`src/smt_pkg.sv`:
```
package smt_pkg;

  // register byte addresses on the apb bus
  localparam logic [11:0] SMT_MODE_ADDR = 12'h000;
  localparam logic [11:0] SMT_LOW_ADDR = 12'h004;
  localparam logic [11:0] SMT_HIGH_ADDR = 12'h008;
  localparam logic [11:0] SMT_STAT_ADDR = 12'h00c;

  // mode register field positions
  localparam int SMT_WLO_BIT = 0;
  localparam int SMT_PSC_LO_BIT = 1;
  localparam int SMT_SRC_BIT = 3;
  localparam int SMT_MODE_LO_BIT = 4;
  localparam int SMT_POL_BIT = 6;
  localparam int SMT_HALT_BIT = 7;

  // status register field positions
  localparam int SMT_TFLAG_BIT = 0;
  localparam int SMT_PFLAG_BIT = 1;

  // reset values
  localparam logic [7:0] SMT_MODE_RST = 8'h00;
  localparam logic [15:0] SMT_COUNT_RST = 16'h0000;
  localparam logic [15:0] SMT_RELOAD_RST = 16'h0000;

  // operating mode codes
  localparam logic [1:0] SMT_OP_TIMER = 2'h0;
  localparam logic [1:0] SMT_OP_PULSE = 2'h1;
  localparam logic [1:0] SMT_OP_EVENT = 2'h2;
  localparam logic [1:0] SMT_OP_WIDTH = 2'h3;

  // prescaler masks: tick when masked bits are all ones
  localparam logic [5:0] SMT_DIV8_MASK = 6'h07;
  localparam logic [5:0] SMT_DIV16_MASK = 6'h0f;
  localparam logic [5:0] SMT_DIV32_MASK = 6'h1f;
  localparam logic [5:0] SMT_DIV64_MASK = 6'h3f;

  // apb request bundle
  typedef struct packed {
    logic psel;
    logic penable;
    logic pwrite;
    logic [11:0] paddr;
    logic [31:0] pwdata;
  } smt_apb_req_s;

  // apb answer bundle
  typedef struct packed {
    logic pready;
    logic pslverr;
    logic [31:0] prdata;
  } smt_apb_rsp_s;

  // counter pin as two signals
  typedef struct packed {
    logic pin_out;
    logic pin_oe_n;
  } smt_pin_drv_s;

  // whole state of the timer
  typedef struct packed {
    logic [7:0] mode;
    logic [15:0] count;
    logic [15:0] reload;
    logic [7:0] lo_hold;
    logic [7:0] snap_lo;
    logic [5:0] psc;
    logic [1:0] pin_sync;
    logic pin_prev;
    logic [1:0] scs_sync;
    logic scs_prev;
    logic pin_out;
    logic tmr_flag;
    logic pin_flag;
    logic [31:0] rdata;
    logic slverr;
  } smt_state_s;

endpackage

```
`src/smt_timer.sv`:
```
// The APB register port and the address map were decided locally.
module smt_timer #(
  parameter int PSC_W = 6
) (
  // clock and reset
  input wire logic pclk,
  input wire logic presetn,
  // apb slave
  input wire smt_pkg::smt_apb_req_s apb_req,
  output smt_pkg::smt_apb_rsp_s apb_rsp,
  // counter pin, special source
  input wire logic counter_pin_in,
  output smt_pkg::smt_pin_drv_s counter_pin,
  input wire logic special_count_source,
  // request flags
  output logic timer_irq,
  output logic pin_irq
);
  import smt_pkg::*;

  // prescaler must reach divide by 64
  initial begin
    if (PSC_W != 6) begin
      $error("smt_timer: PSC_W must be 6");
    end
  end

  smt_state_s st; // registered state
  smt_state_s next_st; // next state

  logic setup; // apb setup cycle
  logic access; // apb access cycle
  logic wr_en; // write takes effect
  logic rd_setup; // read captured this cycle
  logic hi_wr; // high byte write
  logic lo_rd; // low byte read setup
  logic hi_rd; // high byte read setup
  logic mapped; // address decodes
  logic psc_tick; // prescaled pulse
  logic scs_edge; // special source rising edge
  logic pin_lvl; // synchronised pin level
  logic pin_rise; // pin rising edge
  logic pin_fall; // pin falling edge
  logic src_pulse; // internal source pulse
  logic tick; // count pulse to counter
  logic uflow; // underflow event
  logic pol; // polarity select
  logic [1:0] op; // operating mode
  logic [15:0] wr_value; // reload value being written

  // bus phase decode
  always_comb begin
    setup = apb_req.psel & ~apb_req.penable;
    access = apb_req.psel & apb_req.penable;
    wr_en = access & apb_req.pwrite;
    rd_setup = setup & ~apb_req.pwrite;
    mapped = (apb_req.paddr == SMT_MODE_ADDR) | (apb_req.paddr == SMT_LOW_ADDR) |
             (apb_req.paddr == SMT_HIGH_ADDR) | (apb_req.paddr == SMT_STAT_ADDR);
    hi_wr = wr_en & (apb_req.paddr == SMT_HIGH_ADDR);
    lo_rd = rd_setup & (apb_req.paddr == SMT_LOW_ADDR);
    hi_rd = rd_setup & (apb_req.paddr == SMT_HIGH_ADDR);
    wr_value = {apb_req.pwdata[7:0], st.lo_hold};
  end

  // count pulse selection
  always_comb begin
    pol = st.mode[SMT_POL_BIT];
    op = st.mode[SMT_MODE_LO_BIT +: 2];
    // divide ratio from prescaler bits
    case (st.mode[SMT_PSC_LO_BIT +: 2])
      2'h0: psc_tick = (st.psc & SMT_DIV8_MASK) == SMT_DIV8_MASK;
      2'h1: psc_tick = (st.psc & SMT_DIV16_MASK) == SMT_DIV16_MASK;
      2'h2: psc_tick = (st.psc & SMT_DIV32_MASK) == SMT_DIV32_MASK;
      default: psc_tick = (st.psc & SMT_DIV64_MASK) == SMT_DIV64_MASK;
    endcase
    // edges only from the second synchroniser stage onward
    scs_edge = st.scs_sync[1] & ~st.scs_prev;
    pin_lvl = st.pin_sync[1];
    pin_rise = pin_lvl & ~st.pin_prev;
    pin_fall = ~pin_lvl & st.pin_prev;
    // prescaler or special source
    src_pulse = st.mode[SMT_SRC_BIT] ? scs_edge : psc_tick;
    case (op)
      // pin edges replace the internal source
      SMT_OP_EVENT: tick = pol ? pin_fall : pin_rise;
      // gate by the measured level
      SMT_OP_WIDTH: tick = src_pulse & (pin_lvl == ~pol);
      default: tick = src_pulse;
    endcase
    // halt stops all modes
    if (st.mode[SMT_HALT_BIT]) begin
      tick = 1'b0;
    end
    uflow = tick & (st.count == 16'h0000);
  end

  // next state
  always_comb begin
    next_st = st;
    // free running prescaler
    next_st.psc = st.psc + 6'h01;
    // two flop synchronisers then edge history
    next_st.pin_sync = {st.pin_sync[0], counter_pin_in};
    next_st.pin_prev = st.pin_sync[1];
    next_st.scs_sync = {st.scs_sync[0], special_count_source};
    next_st.scs_prev = st.scs_sync[1];
    // down counter with reload on underflow
    if (uflow) begin
      next_st.count = st.reload;
    end else if (tick) begin
      next_st.count = st.count - 16'h0001;
    end
    // pulse output toggles, else parks at its start level
    if (op == SMT_OP_PULSE) begin
      if (uflow) begin
        next_st.pin_out = ~st.pin_out;
      end
    end else begin
      next_st.pin_out = ~pol;
    end
    // register writes
    if (wr_en) begin
      case (apb_req.paddr)
        SMT_MODE_ADDR: begin
          next_st.mode = apb_req.pwdata[7:0];
          // a mode write parks the pin at the new start level
          next_st.pin_out = ~apb_req.pwdata[SMT_POL_BIT];
        end
        SMT_LOW_ADDR: begin
          next_st.lo_hold = apb_req.pwdata[7:0];
        end
        SMT_HIGH_ADDR: begin
          next_st.reload = wr_value;
          if (!st.mode[SMT_WLO_BIT]) begin
            next_st.count = wr_value;
          end
        end
        default: begin
        end
      endcase
    end
    // sticky flags: set wins over write-one clear
    if (wr_en && apb_req.paddr == SMT_STAT_ADDR) begin
      if (apb_req.pwdata[SMT_TFLAG_BIT]) begin
        next_st.tmr_flag = 1'b0;
      end
      if (apb_req.pwdata[SMT_PFLAG_BIT]) begin
        next_st.pin_flag = 1'b0;
      end
    end
    if (uflow) begin
      next_st.tmr_flag = 1'b1;
    end
    if (pol ? pin_rise : pin_fall) begin
      next_st.pin_flag = 1'b1;
    end
    // read data captured in setup; high read snapshots low
    if (hi_rd) begin
      next_st.snap_lo = st.count[7:0];
    end
    if (rd_setup) begin
      case (apb_req.paddr)
        SMT_MODE_ADDR: next_st.rdata = {24'h000000, st.mode};
        SMT_LOW_ADDR: next_st.rdata = {24'h000000, st.snap_lo};
        SMT_HIGH_ADDR: next_st.rdata = {24'h000000, st.count[15:8]};
        SMT_STAT_ADDR: next_st.rdata = {30'h00000000, st.pin_flag, st.tmr_flag};
        default: next_st.rdata = 32'h00000000;
      endcase
    end
    if (setup) begin
      next_st.slverr = ~mapped;
    end
  end

  // state register
  always_ff @(posedge pclk or negedge presetn) begin
    if (!presetn) begin
      st <= '0;
      st.mode <= SMT_MODE_RST;
      st.count <= SMT_COUNT_RST;
      st.reload <= SMT_RELOAD_RST;
      st.pin_out <= 1'b1;
    end else begin
      st <= next_st;
    end
  end

  // outputs
  always_comb begin
    apb_rsp.pready = access; // zero wait states
    apb_rsp.pslverr = access & st.slverr;
    apb_rsp.prdata = st.rdata;
    counter_pin.pin_out = st.pin_out;
    counter_pin.pin_oe_n = (op != SMT_OP_PULSE); // drives only in pulse mode
    timer_irq = st.tmr_flag;
    pin_irq = st.pin_flag;
  end
endmodule // smt_timer

```
`config.mk`:
```
export PLATFORM = sky130hd
export DESIGN_NAME = smt_timer
export DESIGN_NICKNAME = d
export VERILOG_FILES = /design/src/smt_pkg.sv /design/src/smt_timer.sv
export SDC_FILE = /design/constraint.sdc
export NUM_CORES = 1
export LEC_CHECK = 0
export ABC_CLOCK_PERIOD_IN_PS = 2200
export BUFFER_PORTS_ARGS = -buffer_cell sky130_fd_sc_hd__buf_2
export CAP_MARGIN = 25
export CORE_ASPECT_RATIO = 0.9
export CORE_MARGIN = 2
export CORE_UTILIZATION = 41
export DETAILED_ROUTE_END_ITERATION = 7
export PLACE_DENSITY = 0.73
export SETUP_SLACK_MARGIN = 0.2
export SLEW_MARGIN = 10
export SYNTH_ARGS = -nofsm -noshare
export SYNTH_HDL_FRONTEND = slang
export SYNTH_SLANG_ARGS = --single-unit
export TNS_END_PERCENT = 1
```
`constraint.sdc`:
```
create_clock -name pclk -period 2.2 [get_ports pclk]
set_input_delay 0.11 -clock pclk [delete_from_list [all_inputs] [get_ports pclk]]
set_output_delay 0.11 -clock pclk [all_outputs]
set_load 0.02 [all_outputs]
```
# Word-level counts from Yosys, hierarchy flattened
# Index checks and enable logic that the tools add are counted.
[word_totals]
ff_bits = 104
inputBits = 51
out_inout_bits = 38
elab_cells = 89
[classes]
n_addsub = 2
n_eq_ne = 14
mux = 22
n_bitwise = 23
n_reduce_logical = 13
[ops]
columns = ["operator", "n"]
rows = [
  ["16-bit 2-to-1 mux", 3],
  ["40-bit 2-to-1 mux", 1],
  ["32-bit 2-to-1 mux", 1],
  ["8-bit case mux with 4 select lines", 1],
  ["12-bit by 4-bit equality test with 1-bit output (second input constant)", 2],
  ["16-bit zero test", 1],
  ["16-bit by 1-bit subtractor with 16-bit output (second input constant)", 1],
  ["12-bit by 3-bit equality test with 1-bit output (second input constant)", 1],
  ["12-bit zero test", 1],
  ["1-bit 2-to-1 mux", 12],
  ["1-bit AND", 11],
  ["2-bit AND reduction", 5],
  ["1-bit NOT", 9],
  ["8-bit 2-to-1 mux", 1],
  ["2-bit nonzero test", 4],
  ["6-bit by 1-bit adder with 6-bit output (second input constant)", 1],
  ["2-bit equality test (second input constant)", 3],
  ["6-bit equality test (second input constant)", 1],
  ["5-bit equality test (second input constant)", 1],
  ["2-bit by 1-bit equality test with 1-bit output (second input constant)", 2],
  ["4-bit equality test (second input constant)", 1],
  ["3-bit equality test (second input constant)", 1],
  ["1-bit bitwise OR", 3],
  ["1-bit case mux with 3 select lines", 1],
  ["6 further kinds", 6],
]

# Depth between registers and ports, before layout
[depth]
word_depth = 11
mapped_depth = 10
ltp_nobuf = 9

# Worst setup path after synthesis
# Ideal clock, no wire load.
[synth_path]
path_kind = "reg-to-reg"
from = "reg st[42] in the netlist's numbering"
to = "reg st[83] in the netlist's numbering"
setup_time_ns = 0.126
arrival_time_ns = 2.049
required_ns = 2.074
path_slack_ns = 0.025
path_stages_with_launch = 11
n_path_buf = 1
synth_period_minus_slack_ns = 2.175
path_cell_list = "dfrtp_1 > ha_1 > and3_1 > ha_1 > mux2i_1 > nor2_1 > o31ai_2 > and2_1 > clkbuf_1 > o311a_1 > a21oi_1"
[synth_lines]
columns = ["item", "line_no", "source"]
rows = [
  ["start, declared", "smt_timer.sv:28", "smt_state_s st;"],
  ["start signal, assigned", "smt_timer.sv:184", "st <= next_st;"],
]

==> reports/results.txt <==
outcome = finished, violations left
failing checks = negative setup slack
crit path launch type = flop
first-pass GRT wire length = 16,700 µm
Die H = 101 µm
synth warn = 0
Post-DRT Antenna Nets = 0
Synth Instances = 385
CP peak stage delay = 0.35 ns
vias in the first global route = 3,154
synthesis-to-finish area growth = 17.6%
Cell Area, Synth = 0.00430 mm²
# rows = 35
post-synthesis sequential area ratio = 0.466
Final GP Congestion = 0.877
max cap viols = 0
final wirelength = 10,400 µm
largest net degree at the start of global routing = 37
Fmax achieved = 446 MHz
final routed DRC violation total = 0
CP dominant cell by count = mux2i_2
Hold Path Class = in2reg
Vias/cell = 5.35
Port Buffers = 40
die width = 112 µm
Detail Placement HPWL = 7400 µm
Clk Latency, worst-skew pair = 0.33 ns
# setup viols final = 1
CTS buffer count = 9
grt ovf = 0
most common cell after layout, fill and taps aside = dfrtp_1
Netlist cell types = 59
Worst setup EP type = flop
clock sinks = 80
Hold WS = 0.0484 ns
VDD IR max = 0.000311 V
Final Hold Viols = 0
Avg Synthesized Cell Area = 11.2 µm²
Post-synth EDFFs = 0
antenna violations before repair = 0
Power per Cell Area = 660 mW/mm²
Final TNS setup = -0.0405 ns
worst path bufs/invs = 1
fin nets = 498
TritonRoute pass-1 iters = 5
wire per inst = 18.0 µm
Placeable Area = 0.0102 mm²
Top delay family on crit path = compound AO/OA/AOI/OAI gates
area share of the largest cell type after synthesis = 0.460
CTS tree = done
initial DRC count = 228
share of cells above drive strength 1 = 0.321
FFs w/ async S/R, synth = 1.00
Yosys reg bits = 80
leak pwr = 0.00235 µW
Final min period = 2.24 ns
htree depth = 3
sequence of cells on the critical path = ha_2 -> and3_4 -> ha_4 -> mux2i_2 -> nor2_1 -> o31ai_2 -> buf_4 -> a2111oi_4 -> mux2i_2 -> a21oi_1
crit path DAT = 2.45 ns
Initial Util = 0.421
Reg clk slew, reported paths = 0.06 ns
RSZ-0062 raised after global routing = yes
via count = 3,086
CP Data Required Time = 2.41 ns
Synth area leader = dfrtp_1
gr usage total = 0.192
Setup WS post-layout = -0.0405 ns
Ports = 89
top cells by area, synth = dfrtp_1, buf_4, mux2_1
Fin Clk Skew = 0.00749 ns
design area = 0.00505 mm²
CP Class = reg2reg
die footprint = 0.0113 mm²
Bufs on Longest Clock Path = 2
max-slew violations = 0
Top FF cell, synth = dfrtp_1
crit path max fanout = 5
crit path max-delay cell type = dfrtp_1
fin crit share = 1.02
Finished Core Util = 0.495
total power = 3340 µW
Ant. Diodes = 0
most frequent cells in the layout = dfrtp_1, buf_2, buf_4
Clock Tree Root = clkbuf_16
cell area after placement = 0.00463 mm²
-- final cells by class --
| type | instances | area (µm²) |
|---|---|---|
| repair buffers | 73 | 458 |
| well taps | 129 | 161 |
| multi-input cells | 274 | 2090 |
| clock inverters | 6 | 93.8 |
| inverters | 5 | 18.8 |
| flip-flops and latches | 80 | 2000 |
| fillers | 922 | 5150 |
| clock buffers | 10 | 229 |
-- worst register-to-register path, cell delays in order, from the launching register on --
cell	delay (ns)
dfrtp_1	0.35
ha_2	0.18
and3_4	0.20
ha_4	0.13
mux2i_2	0.07
nor2_1	0.16
o31ai_2	0.10
buf_4	0.20
a2111oi_4	0.32
mux2i_2	0.31
a21oi_1	0.11
-- registers in the layout (all words and copies together) (netlist names) --
| register | count |
|---|---|
| timer_irq | 1 |
| op | 2 |
| pin_irq | 1 |
| pol | 1 |
| counter_pin | 1 |
| apb_rsp | 8 |
| st | 62 |
| next_st | 4 |
-- Yosys cell counts, types with 2 or more instances --
| cell | n |
|---|---|
| dfrtp_1 | 79 |
| buf_4 | 36 |
| a21oi_1 | 27 |
| nor2_1 | 27 |
| mux2_1 | 24 |
| nand2_1 | 24 |
| mux2_2 | 18 |
| o21ai_1 | 13 |
| mux2i_1 | 9 |
| o21ai_0 | 9 |
| o31ai_1 | 9 |
| xnor2_1 | 9 |
| nand2b_1 | 8 |
| clkbuf_1 | 6 |
| inv_1 | 5 |
| nand4_1 | 5 |
| a2111oi_2 | 4 |
| and3_1 | 4 |
| ha_1 | 4 |
| nor3_1 | 4 |
| nor4_4 | 4 |
| a31oi_1 | 3 |
| buf_2 | 3 |
| buf_6 | 3 |
| nor2b_1 | 3 |
| a211oi_1 | 2 |
| and2_1 | 2 |
| mux4_2 | 2 |
| nand3_1 | 2 |
| nor3_4 | 2 |
| nor4_2 | 2 |
| o22ai_1 | 2 |
| or2_2 | 2 |
| or3_1 | 2 |
| or3_4 | 2 |
| or4_4 | 2 |
-- worst paths after layout --
kind | startpoint | endpoint | slack (ns) | cells past startpoint
max | st[42] | st[85] | -0.04 | 10
min | apb_req[2] | st[90] | 0.05 | 3
max reg2reg | st[42] | st[85] | -0.04 | 10
min reg2reg | next_st[38] | next_st[36] | 0.35 | 0
max in group asynchronous | presetn | st[88] | 1.25 | 3
min in group asynchronous | presetn | st[62] | 0.26 | 2
-- metal layers --
metal	up-vias	GRT usage	share of wire
li1	1452	-	-
met1	1513	0.253	0.44
met2	111	0.315	0.47
met3	10	0.0545	0.076
met4	0	0.0579	0.014
met5	-	0	0
-- metrics by stage --
step | worst slack (ns) | cells
2_1_floorplan | 0.202 | 408
3_3_place_gp | 0.0318 | 557
3_5_place_dp | -0.0910 | 557
4_1_cts | -0.00962 | 577
5_1_grt | -0.153 | 577
6_report | -0.0405 | 577
-- logic make-up after synthesis --
| family | after synthesis | share of synthesized area |
|---|---|---|
| xor gates and xnor gates | 10 | 0.0204 |
| AOI/OAI and AO/OA | 79 | 0.123 |
| buffers and inverters | 54 | 0.0847 |
| and+or+nand+nor | 104 | 0.152 |
| muxes | 53 | 0.141 |
| adders and majority gates | 4 | 0.0116 |
| other | 1 | 0.000873 |
| DFF | 80 | 0.466 |
-- power by group --
group	internal, µW	leakage (µW)	switching (µW)	total (µW)
sequential	1490	0.00103	16.8	1500
clock	999	0.000153	596	1600
combinational	72.3	0.00117	165	237
total	2560	0.00235	778	3340
-- repair_timing --
item / CTS / global route
pin swaps: 5 / 2
setup buffers: 1 / 0
hold endpoints to repair: 35 / 0
hold buffers: 3 / 0
resized for setup: 10 / 3
setup endpoints to repair: 18 / 18
Power figures use the tool's default switching activity.
